File: config.mk
export PLATFORM = sky130hd
export DESIGN_NAME = tcp_slave
export DESIGN_NICKNAME = d
export VERILOG_FILES = /design/src/common/tcp_pkg.sv /design/src/hw/tcp_slave.sv /design/src/hw/tcp_sync.sv
export SDC_FILE = /design/constraint.sdc
export NUM_CORES = 2
export LEC_CHECK = 0
export ABC_AREA = 1
export BUFFER_PORTS_ARGS = -buffer_cell sky130_fd_sc_hd__buf_2
export CORE_MARGIN = 5
export CORE_UTILIZATION = 45
export CTS_CLUSTER_SIZE = 24
export DETAILED_ROUTE_END_ITERATION = 16
export SETUP_SLACK_MARGIN = 0.02
export SYNTH_ARGS = -nofsm -noshare
export SYNTH_HDL_FRONTEND = slang
export SYNTH_SLANG_ARGS = --single-unit
File: constraint.sdc
create_clock -name mclk_in -period 14.4 [get_ports mclk_in]
set_input_delay 2.16 -clock mclk_in [delete_from_list [all_inputs] [get_ports mclk_in]]
set_output_delay 2.16 -clock mclk_in [all_outputs]
set_load 0.005 [all_outputs]
File: src/common/tcp_pkg.sv
// Constants shared by the two-wire command packet slave.
// Assumes a 100 MHz core clock; tcp_slave takes its default timer lengths from it, and the bench uses CMD_ILLEGAL.
package tcp_pkg;
    localparam int CLK_MHZ = 100;
    localparam int START_WAIT_MS = 60;
    localparam int WAKE_WAIT_MS = 50;
    localparam int EXEC_MAX_MS = 20;
    localparam int START_WAIT_CYC = START_WAIT_MS * 1000 * CLK_MHZ;
    localparam int WAKE_WAIT_CYC = WAKE_WAIT_MS * 1000 * CLK_MHZ;
    localparam int EXEC_MAX_CYC = EXEC_MAX_MS * 1000 * CLK_MHZ;
    localparam logic [7:0] ADDR_DEFAULT = 8'hC0;
    localparam logic [7:0] CMD_ILLEGAL = 8'h15;
    localparam int ADDR_SEL_BIT = 1;
    localparam int ADDR_RW_BIT = 0;
    localparam int BUF_DEPTH = 256;
    localparam int FILT_LEN = 3;
    localparam logic [2:0] ERR_NONE = 3'h0;
    localparam logic [2:0] ERR_COUNT = 3'h1;
    typedef enum logic [3:0] {
        ST_IDLE = 4'h0,
        ST_ADDR = 4'h1,
        ST_ACK = 4'h3,
        ST_RX = 4'h2,
        ST_TX = 4'h6,
        ST_TACK = 4'h7,
        ST_SKIP = 4'h5
    } tcp_state_type;
endpackage

File: src/hw/tcp_slave.sv
// Two-wire command packet slave: address match, command/status routing, packet framing.
// Assumes external pull-ups on the bus and a command engine on the exec ports.
`timescale 1ns/100ps
`default_nettype none
module tcp_slave #(
    parameter int START_CYC = tcp_pkg::START_WAIT_CYC,
    parameter int WAKE_CYC = tcp_pkg::WAKE_WAIT_CYC,
    parameter int EXEC_CYC = tcp_pkg::EXEC_MAX_CYC,
    parameter int PENALTY_CYC = tcp_pkg::START_WAIT_CYC
) (
    input wire logic mclk_in,
    input wire logic rst_b_in,
    input wire logic scl_in,
    input wire logic sda_in,
    output logic sda_out,
    output logic sda_oe_out,
    input wire logic sleep_request_in,
    input wire logic [7:0] dev_addr_in,
    input wire logic exec_done_in,
    input wire logic [2:0] exec_err_in,
    input wire logic exec_len_err_in,
    output logic [7:0] cmd_out,
    output logic [7:0] count_out,
    output logic exec_start_out,
    output logic output_ready_flag,
    output logic handshake_complete_flag,
    output logic busy_out,
    output logic asleep_out
);
    // ****************************************
    // Input conditioning
    // ****************************************
    logic scl, sda, scl_d, sda_d, slp_s;
    tcp_sync u_scl (.mclk_in(mclk_in), .rst_b_in(rst_b_in), .pin_in(scl_in), .level_out(scl));
    tcp_sync u_sda (.mclk_in(mclk_in), .rst_b_in(rst_b_in), .pin_in(sda_in), .level_out(sda));
    tcp_sync u_slp (.mclk_in(mclk_in), .rst_b_in(rst_b_in), .pin_in(sleep_request_in), .level_out(slp_s));
    logic [31:0] hold, next_hold;
    logic [31:0] exec_cnt, next_exec_cnt;
    logic pen, next_pen, exec, next_exec;
    logic [1:0] rst_seen, next_rst_seen;
    wire rise = scl & ~scl_d;
    wire fall = ~scl & scl_d;
    wire start_c = scl & scl_d & sda_d & ~sda;
    wire stop_c = scl & scl_d & ~sda_d & sda;
    wire bus_on = ~slp_s && hold == 32'h0;
    wire busy = exec | pen | (hold != 32'h0);
    // ****************************************
    // Timers: startup, wake, execution, penalty
    // ****************************************
    logic [7:0] cmd, next_cmd, cnt, next_cnt;
    logic go, next_go;
    logic ready, next_ready, hs, next_hs;
    logic [2:0] err, next_err;
    logic exec_done_pulse;
    always_comb begin
        next_hold = (hold != 32'h0) ? hold - 32'h1 : hold;
        next_rst_seen = rst_seen;
        next_pen = pen;
        next_exec = exec;
        next_exec_cnt = exec_cnt;
        exec_done_pulse = 1'b0;
        if (rst_seen == 2'h0) begin
            next_hold = 32'(START_CYC);
            next_rst_seen = 2'h1;
        end
        if (slp_s) begin
            next_hold = 32'(WAKE_CYC);
        end
        if (go && cmd >= tcp_pkg::CMD_ILLEGAL) begin
            next_pen = 1'b1;
            next_exec_cnt = 32'(PENALTY_CYC);
        end else if (go) begin
            next_exec = 1'b1;
            next_exec_cnt = 32'(EXEC_CYC);
        end else if (exec_cnt != 32'h0) begin
            next_exec_cnt = exec_cnt - 32'h1;
        end
        if (pen && exec_cnt == 32'h0) begin
            next_pen = 1'b0;
        end
        if (exec && (exec_done_in || exec_cnt == 32'h0)) begin
            next_exec = 1'b0;
            exec_done_pulse = 1'b1;
        end
    end
    // ****************************************
    // Byte engine
    // ****************************************
    tcp_pkg::tcp_state_type st, next_st;
    logic [7:0] sh, next_sh;
    logic [3:0] bit_n, next_bit_n;
    logic [8:0] idx, next_idx;
    logic rd, next_rd, stat, next_stat, ack, next_ack, o_sda, next_o_sda;
    logic [7:0] buf_mem [tcp_pkg::BUF_DEPTH];
    logic wr_en;
    logic [7:0] wr_addr;
    wire [7:0] status = {err, 2'h0, hs, busy, ready};
    wire [7:0] tx_byte = stat ? status : (idx == 9'h0 ? cnt : buf_mem[idx[7:0] - 8'h1]);
    always_comb begin
        next_st = st;
        next_sh = sh;
        next_bit_n = bit_n;
        next_idx = idx;
        next_rd = rd;
        next_stat = stat;
        next_ack = ack;
        next_o_sda = o_sda;
        next_cmd = cmd;
        next_cnt = cnt;
        next_go = 1'b0;
        next_ready = ready;
        next_hs = hs;
        next_err = err;
        wr_en = 1'b0;
        wr_addr = 8'h0;
        if (exec_done_pulse) begin
            next_ready = 1'b1;
            next_err = exec_err_in;
            if (exec_len_err_in) begin
                next_err = tcp_pkg::ERR_COUNT;
            end
            if (cmd == 8'h03 && exec_err_in == tcp_pkg::ERR_NONE) begin
                next_hs = 1'b1;
            end
        end
        if (!bus_on || stop_c) begin
            next_st = tcp_pkg::ST_IDLE;
            next_o_sda = 1'b0;
        end else if (start_c) begin
            next_st = tcp_pkg::ST_ADDR;
            next_bit_n = 4'h0;
            next_o_sda = 1'b0;
        end else begin
            unique case (st)
                tcp_pkg::ST_IDLE, tcp_pkg::ST_SKIP: begin
                end
                tcp_pkg::ST_ADDR, tcp_pkg::ST_RX: begin
                    if (rise) begin
                        next_sh = {sh[6:0], sda};
                        next_bit_n = bit_n + 4'h1;
                    end
                    if (fall && bit_n == 4'h8) begin
                        next_st = tcp_pkg::ST_ACK;
                        next_ack = 1'b1;
                        if (st == tcp_pkg::ST_ADDR) begin
                            next_rd = sh[tcp_pkg::ADDR_RW_BIT];
                            next_stat = sh[tcp_pkg::ADDR_SEL_BIT];
                            next_idx = 9'h0;
                            if (sh[7:2] != dev_addr_in[7:2]) begin
                                next_ack = 1'b0;
                            end else if (!sh[tcp_pkg::ADDR_SEL_BIT] && busy) begin
                                next_ack = 1'b0;
                            end else if (sh[tcp_pkg::ADDR_SEL_BIT] && !sh[tcp_pkg::ADDR_RW_BIT]) begin
                                next_ack = 1'b0;
                            end
                        end else if (idx == 9'h0) begin
                            next_cmd = sh;
                            next_idx = 9'h1;
                            // Illegal ordinal locks at once; no count byte is awaited
                            if (sh >= tcp_pkg::CMD_ILLEGAL) begin
                                next_ready = 1'b0;
                                next_go = 1'b1;
                            end
                        end else if (idx == 9'h1) begin
                            next_cnt = sh;
                            next_idx = 9'h2;
                            if (sh == 8'h0) begin
                                next_ready = 1'b0;
                                next_go = 1'b1;
                            end
                        end else if (idx <= {1'b0, cnt} + 9'h1) begin
                            wr_en = 1'b1;
                            wr_addr = 8'(idx - 9'h2);
                            next_idx = idx + 9'h1;
                            if (idx == {1'b0, cnt} + 9'h1) begin
                                next_ready = 1'b0;
                                next_go = 1'b1;
                            end
                        end
                        next_o_sda = next_ack;
                    end
                end
                tcp_pkg::ST_ACK: begin
                    if (fall) begin
                        next_bit_n = 4'h0;
                        next_o_sda = 1'b0;
                        if (!ack) begin
                            next_st = tcp_pkg::ST_SKIP;
                        end else if (rd) begin
                            next_st = tcp_pkg::ST_TX;
                            next_sh = tx_byte;
                            next_o_sda = ~tx_byte[7];
                        end else begin
                            next_st = tcp_pkg::ST_RX;
                        end
                    end
                end
                tcp_pkg::ST_TX: begin
                    if (fall) begin
                        next_bit_n = bit_n + 4'h1;
                        next_sh = {sh[6:0], 1'b0};
                        next_o_sda = ~sh[6];
                        if (bit_n == 4'h7) begin
                            next_st = tcp_pkg::ST_TACK;
                            next_o_sda = 1'b0;
                            next_idx = (idx <= {1'b0, cnt}) ? idx + 9'h1 : idx;
                        end
                    end
                end
                tcp_pkg::ST_TACK: begin
                    if (rise) begin
                        next_ack = ~sda;
                    end
                    if (fall) begin
                        next_bit_n = 4'h0;
                        if (ack) begin
                            next_st = tcp_pkg::ST_TX;
                            next_sh = tx_byte;
                            next_o_sda = ~tx_byte[7];
                        end else begin
                            next_st = tcp_pkg::ST_SKIP;
                        end
                    end
                end
                default: begin
                    next_st = tcp_pkg::ST_IDLE;
                end
            endcase
        end
    end
    always_ff @(posedge mclk_in) begin
        if (wr_en) begin
            buf_mem[wr_addr] <= sh;
        end
    end
    // Sda is only ever pulled low; scl is never driven (no stretching).
    always_ff @(posedge mclk_in) begin
        if (!rst_b_in) begin
            st <= tcp_pkg::ST_IDLE;
            sh <= 8'h0;
            bit_n <= 4'h0;
            idx <= 9'h0;
            rd <= 1'b0;
            stat <= 1'b0;
            ack <= 1'b0;
            o_sda <= 1'b0;
            cmd <= 8'h0;
            cnt <= 8'h0;
            go <= 1'b0;
            ready <= 1'b0;
            hs <= 1'b0;
            err <= tcp_pkg::ERR_NONE;
            hold <= 32'h0;
            rst_seen <= 2'h0;
            pen <= 1'b0;
            exec <= 1'b0;
            exec_cnt <= 32'h0;
            scl_d <= 1'b1;
            sda_d <= 1'b1;
            sda_out <= 1'b0;
            sda_oe_out <= 1'b0;
            cmd_out <= 8'h0;
            count_out <= 8'h0;
            exec_start_out <= 1'b0;
            output_ready_flag <= 1'b0;
            handshake_complete_flag <= 1'b0;
            busy_out <= 1'b1;
            asleep_out <= 1'b0;
        end else begin
            st <= next_st;
            sh <= next_sh;
            bit_n <= next_bit_n;
            idx <= next_idx;
            rd <= next_rd;
            stat <= next_stat;
            ack <= next_ack;
            o_sda <= next_o_sda;
            cmd <= next_cmd;
            cnt <= next_cnt;
            go <= next_go;
            ready <= next_ready;
            hs <= next_hs;
            err <= next_err;
            hold <= next_hold;
            rst_seen <= next_rst_seen;
            pen <= next_pen;
            exec <= next_exec;
            exec_cnt <= next_exec_cnt;
            scl_d <= scl;
            sda_d <= sda;
            sda_out <= 1'b0;
            sda_oe_out <= next_o_sda;
            cmd_out <= next_cmd;
            count_out <= next_cnt;
            exec_start_out <= next_go && next_cmd < tcp_pkg::CMD_ILLEGAL;
            output_ready_flag <= next_ready;
            handshake_complete_flag <= next_hs;
            busy_out <= next_exec | next_pen | (next_hold != 32'h0);
            asleep_out <= slp_s;
        end
    end
    // ****************************************
    // Checks
    // ****************************************
    a_sleep_quiet: assert property (@(posedge mclk_in) disable iff (!rst_b_in)
        slp_s |=> !sda_oe_out) else $error("bus driven while asleep");
    a_mismatch_nack: assert property (@(posedge mclk_in) disable iff (!rst_b_in)
        (st == tcp_pkg::ST_ADDR && fall && bit_n == 4'h8 && sh[7:2] != dev_addr_in[7:2] && bus_on)
        |=> !ack) else $error("address mismatch acked");
    a_busy_nack: assert property (@(posedge mclk_in) disable iff (!rst_b_in)
        (st == tcp_pkg::ST_ADDR && fall && bit_n == 4'h8 && !sh[1] && busy && bus_on)
        |=> !ack) else $error("command path acked while busy");
    a_illegal_lock: assert property (@(posedge mclk_in) disable iff (!rst_b_in)
        (go && cmd >= tcp_pkg::CMD_ILLEGAL) |=> pen && !exec_start_out) else $error("illegal ordinal ran");
    a_status_zero: assert property (@(posedge mclk_in) disable iff (!rst_b_in)
        status[4:3] == 2'h0 && status[1] == busy) else $error("status layout wrong");
    a_no_wake_bus: assert property (@(posedge mclk_in) disable iff (!rst_b_in)
        $fell(slp_s) |-> !bus_on [*8]) else $error("bus accepted right after wake");
    a_start_busy: assert property (@(posedge mclk_in) disable iff (!rst_b_in)
        $rose(rst_seen[0]) |-> busy) else $error("ready before startup wait");
    a_go_clears: assert property (@(posedge mclk_in) disable iff (!rst_b_in)
        next_go |=> !output_ready_flag) else $error("ready not cleared by new command");
    c_cmd_go: cover property (@(posedge mclk_in) exec_start_out);
    c_status_rd: cover property (@(posedge mclk_in) st == tcp_pkg::ST_TX && stat);
    c_penalty: cover property (@(posedge mclk_in) pen);
endmodule
`default_nettype wire

File: src/hw/tcp_sync.sv
// Three-flop synchroniser with agreement filter for one pin.
// Assumes the pin is asynchronous to mclk_in.
`timescale 1ns/100ps
`default_nettype none
module tcp_sync (
    input wire logic mclk_in,
    input wire logic rst_b_in,
    input wire logic pin_in,
    output logic level_out
);
    logic [2:0] sh;
    logic next_level;
    always_comb begin
        next_level = level_out;
        if (sh[1] == sh[2]) begin
            next_level = sh[2];
        end
    end
    always_ff @(posedge mclk_in) begin
        if (!rst_b_in) begin
            sh <= 3'h7;
            level_out <= 1'b1;
        end else begin
            sh <= {sh[1:0], pin_in};
            level_out <= next_level;
        end
    end
endmodule
`default_nettype wire

### Word level (Yosys, flattened, before mapping)

Memories as Yosys holds them, arrays and structs flattened.
Cells that the tools add are included.
Widths: inputs -> output; s select.

* bits in registers: 135
* bits of input ports: 18
* output and inout port bits: 23
* memories: 1
* logic and storage cells: 261
* memory bits (writable): 2048

Memory list
* buf_mem: words 256, bits a word 8, rd ports 1, clocked after Yosys merged registers in 0, write ports 1, RTL line tcp_slave.sv:94 `logic [7:0] buf_mem [tcp_pkg::BUF_DEPTH];`

* add/sub/neg operators: 7
* magnitude comparators: 5
* mux-type cells: 109
* equality and inequality tests: 35
* reduce and logical (&&, ||, !) cells: 47
* bitwise operators: 24

Operator list (number)
* $mux 8: 23
* $mux 32: 3
* $reduce_bool 32->1: 3
* $mux 9: 8
* $mux 23: 3
* $logic_not 32->1: 2
* $sub 32x1->32 const B: 2
* $mux 1: 53
* $mux 4: 9
* $pmux 8 s4: 1
* $ne 2x2->1 const B: 12
* $pmux 4 s5: 1
* $ne 3x3->1 const B: 6
* $pmux 9 s2: 1
* $reduce_and 6->1: 3
* $eq 4x3->1 const B: 4
* $ge 8x5->1 const B: 2
* $reduce_and 5->1: 3
* $not 1->1: 13
* $pmux 4 s3: 1
* $reduce_and 10->1: 1
* $reduce_or 2->1: 5
* $add 8x1->9 const B: 1
* $add 9x1->9 const B: 1
* other kinds (37): 66

### Longest topological paths before layout

* depth after elaboration: 14
* depth in mapped cells: 25
* gate-level depth less buffers: 19

### Cells and area by module

Synthesis repeated with hierarchy kept, for this count alone.

* cells, all modules: 8091
* area, all modules: 90862.1 sq um

Modules (own cells, without submodules)
* tcp_slave: cells an instance 8040, times used 1, sequential area each 63941.3 sq um, area an instance 90460.5 sq um
* tcp_sync: cells an instance 17, times used 3, sequential area each 80.1 sq um, area an instance 133.9 sq um

### Worst setup path after synthesis

Ideal clock, no wire load.

* kind: register to register
* start: reg sh[6]
* end: reg ack
* arrival time: 5.007 ns
* slack: 9.322 ns
* period minus slack after synthesis: 5.078 ns
* setup time: 0.070 ns
* stages on the path, launching flop included: 10
* cells stage by stage: dfxtp_1 > inv_1 > nand2_1 > nand4_1 > nor3_1 > o21ai_0 > o21a_1 > a21oi_1 > nand2_1 > a21oi_1

* word-level cells in the longest chain between the ends: 5

RTL lines
* start: declaration: RTL line tcp_slave.sv:90 `logic [7:0] sh, next_sh;`
* start signal: assignment: RTL line tcp_slave.sv:271 `sh <= next_sh;`
* $ne 6x6->1: RTL line tcp_slave.sv:149 `if (sh[7:2] != dev_addr_in[7:2]) begin`
* $mux 1: RTL line tcp_slave.sv:149
* $mux 1: RTL line tcp_slave.sv:145 `if (st == tcp_pkg::ST_ADDR) begin`
* $mux 1
* $pmux 1 s2: RTL line tcp_slave.sv:134 `unique case (st)`
* end signal: assignment: RTL line tcp_slave.sv:276 `ack <= next_ack;`
* end: declaration: RTL line tcp_slave.sv:93 `logic rd, next_rd, stat, next_stat, ack, next_ack, o_sda, next_o_sda;`

Every way passes these cells. The select of a mux whose other input is x is not followed.
A chain may end at the register's enable or synchronous reset.

### Worst setup path after layout

* start: reg idx[0]
* end: reg sh[5]

* word-level cells in the longest chain between the ends: 8
* elaborated cells on any way between the ends: 11
* classes of those cells: 1 x add/sub; 8 x mux; 1 x reduce/logical; 1 x memory

RTL lines
* start: declaration: RTL line tcp_slave.sv:92 `logic [8:0] idx, next_idx;`
* start signal: assignment: RTL line tcp_slave.sv:273 `idx <= next_idx;`
* $sub 8x1->8: RTL line tcp_slave.sv:98 `wire [7:0] tx_byte = stat ? status : (idx == 9'h0 ? cnt : buf_mem[idx[7:0] - 8'h1]);`
* $mem_v2 256x8
* $mux 8 * (2 in series): RTL line tcp_slave.sv:98
* $mux 8: RTL line tcp_slave.sv:189 `end else if (rd) begin`
* $mux 8: RTL line tcp_slave.sv:187 `if (!ack) begin`
* $mux 8: RTL line tcp_slave.sv:184 `if (fall) begin`
* $pmux 8 s4 *: RTL line tcp_slave.sv:134

Mark *: on every way between the ends. The rest lies on a longest branch, timed or not. The select of a mux whose other input is x is not followed.

==> flow_summary.ini <==
[run_status]
status = finished, final reports clean

[yosys]
syn-num-nets = 8130
netlist_area_um2 = 90310
ys_seq_elements = 2182
avgSynthCellArea_um2 = 11.17
ys_seq_area_share_pct = 71.06
synthArstFlopShare_pct = 0
syn-instance-count = 8084
synth_edf_count = 2048
synth_cell_types = 51
yosys_warnings = 0
synth_flop_cell = edfxtp_1

[clock_tree]
cts_repair_resize_count = 0
cts.sink_count = 2182
cts_buffers = 223
cts.htree.levels = 4
cts_tree = yes
cts_setup_buffers = 0
cts_hold_buffers = 0
worstSkewPairLatency_ns = 0.85
path_clk_slew_ns = 0.06
clockBufferDepth = 3
cts-root-buf = clkbuf_16

[placed_design]
placed_area_um2 = 92860
port_buffers = 37
gp_congestion = 0.8820
dp_hpwl_um = 138600
dpl.cell_count = 10366

[floorplan]
die_h_um = 458.0
dieArea_um2 = 209800
rows = 164
ios = 41
die_x_um = 458.0
core_region_area_um2 = 199700
start_util_pct = 45.23

[worst_hold_path]
min-delay-start = u_slp.sh[0]
whs_path_depth = 1
holdPathEnd = u_slp.sh[1]
hp-class = reg2reg

[sta]
final_max_slew_viol_count = 0
max_freq_mhz = 159.6
slew_headroom_pct = 15.12
finalCritPeriodShare_pct = 43.50
rsz0062_at_grt = no
setup_viol = 0
hold_viol = 0
worst_pin_slew_ns = 1.273
final.min_clock_period_ns = 6.264
skew_ns = 0.03823
tns_ns = 0

[setup_path]
worstPathArrival_ns = 7.03
reg2reg_to = sh[5]
reg2reg_slack_ns = 8.14
worst_ep_required_time_ns = 15.17
ff2ff_path_depth = 17
worst-path-max-fanout = 177
path_class = reg2reg
end_kind = register
r2r-start = idx[0]
critPathLaunchType = register

[global_route]
grt_pass1_vias = 57565
gr-usage-all-layers_pct = 23.00
grt_max_degree = 178
antenna_found_initial = 2
grt-ovfl-total = 0
grt_first_pass_wirelength_um = 370000

[drt]
drt_pass1_iterations = 6
drc_errors = 0
drtAntennaViolNets = 0
vias = 60629
avgViaCountPerCell = 5.627
post_drt_wl_per_cell_um = 22.87
drt-initial-drc-count = 6755
wirelength_um = 246400

[power_and_ir_drop]
power_density_nw_per_um2 = 128.1
leakagePower_nw = 33.36
irDropWorstVdd_mv = 0.1262

[finish]
area_delta_synth_final_pct = 10.64
final_area_um2 = 99920
final_cells = 10775
finalNetCount = 7981
drive_gt1_share_pct = 6.466
antenna_cells = 0
post-route-util_pct = 50.05

[run]
max_cap_violations = 0
-- cell usage in the layout, fill, tap and decap left out, drive strengths merged, types with 36 or more instances in the layout --
| cell | synthesis | routed |
|---|---|---|
| dfxtp | 134 | 134 |
| a21oi | 79 | 79 |
| nor3 | 36 | 36 |
| clkbuf | 377 | 289 |
| clkinv | 4 | 93 |
| o21ai | 70 | 70 |
| buf | 131 | 134 |
| inv | 145 | 155 |
| nand3 | 2047 | 2047 |
| edfxtp | 2048 | 2048 |
| nor2 | 515 | 515 |
| nand2 | 2276 | 2276 |
-- registers in the layout, indices dropped and copies added, names as in the netlist, 4 cells and up --
name / count
cmd: 8
sh: 8
idx: 9
buf_mem: 2048
hold: 32
cnt: 8
bit_n: 4
exec_cnt: 32
-- area by class of cell --
class / instances / area, um2
Sequential cell: 2182 / 64220
Fill cell: 17450 / 99730
Tap cell: 2656 / 3323
Multi-Input combinational cell: 5245 / 23730
Clock buffer: 289 / 5922
Clock inverter: 120 / 1140
Timing Repair Buffer: 134 / 1013
Inverter: 149 / 581.8
-- where the power goes --
group / switching (W) / leakage, nW / internal (W)
registers: 0.0000353 / 15.8 / 0.00687
clock network: 0.00244 / 3.45 / 0.00318
logic: 0.000171 / 14.1 / 0.000104
total: 0.00264 / 33.4 / 0.0102
-- kinds of logic after synthesis --
logic type,synth area share (%)
AOI/OAI and AO/OA,1.288
buffers and inverters,2.822
other,0.004152
muxes,0.03325
adders and majority gates,0.3879
DFF,71.06
and+or+nand+nor,23.83
xor gates and xnor gates,0.5722
-- per-stage QoR --
stage,hold slack [ns],power (W),setup WS (ns)
after global routing,0.4355,0.01319,7.812
after global placement,0.4010,0.007302,8.345
after CTS,0.4209,0.01287,8.268
after floorplan,0.3925,0.007253,9.322
after detailed placement,0.4047,0.007309,8.307
final,0.4172,0.01280,8.136
-- critical path: stages (launching register included) --
cell and delay, ns:
dfxtp_4 0.47, inv_8 0.39, buf_4 0.67, buf_12 0.61, buf_4 0.74, buf_4 0.78
nand2_1 0.11, nand3_1 0.10, nand3_1 0.12, nand3_1 0.19, nand3_1 0.17, nand3_1 0.36
nand3_1 0.19, nand3_1 0.30, nand3_1 0.25, nand3_1 0.18, o211ai_1 0.11, a21oi_1 0.13
-- layer usage --
layer | vias up | GRT usage [%] | wire length (um)
met5 | - | 0 | 14
met3 | 404 | 4.015 | 19110
met4 | 2 | 7.883 | 8362
li1 | 28175 | - | -
met1 | 29696 | 32.81 | 105500
met2 | 2352 | 35.84 | 113500
-- Yosys cell counts (4+ instances only) --
| cell | n | area, um2 |
|---|---|---|
| nor3b_1 | 6 | 45.04 |
| edfxtp_1 | 2048 | 61500 |
| inv_2 | 8 | 30.03 |
| nor3_1 | 34 | 170.2 |
| xor2_1 | 33 | 289.0 |
| ha_1 | 28 | 350.3 |
| inv_1 | 137 | 514.2 |
| clkinv_1 | 4 | 15.01 |
| buf_4 | 11 | 82.58 |
| a21oi_1 | 79 | 395.4 |
| o211ai_1 | 15 | 112.6 |
| nand4_1 | 33 | 206.5 |
| o21ai_0 | 69 | 345.3 |
| nand3_1 | 2043 | 10220 |
| nand2_1 | 2267 | 8509 |
| buf_1 | 97 | 364.1 |
| nor2_1 | 504 | 1892 |
| nand2_2 | 9 | 56.30 |
| clkbuf_1 | 377 | 1415 |
| xnor2_1 | 26 | 227.7 |
| buf_2 | 21 | 105.1 |
| and3_1 | 4 | 25.02 |
| a211oi_1 | 14 | 105.1 |
| or2_2 | 14 | 87.58 |
| a31oi_1 | 5 | 31.28 |
| dfxtp_1 | 134 | 2683 |
| nor2_2 | 10 | 62.56 |
| o221ai_1 | 8 | 70.07 |
| nor4_1 | 13 | 81.33 |
-- how the worst max path moves through the flow --
stage          depth (start not counted)  startpoint  endpoint
2_1_floorplan                          9       sh[6]       ack
3_3_place_gp                          17      idx[0]     sh[5]
3_5_place_dp                          17      idx[0]     sh[5]
4_1_cts                               17      idx[0]     sh[5]
5_1_grt                               17      idx[0]     sh[5]
6_report                              17      idx[0]     sh[5]
No activity file was read; power rests on OpenSTA's default activity.
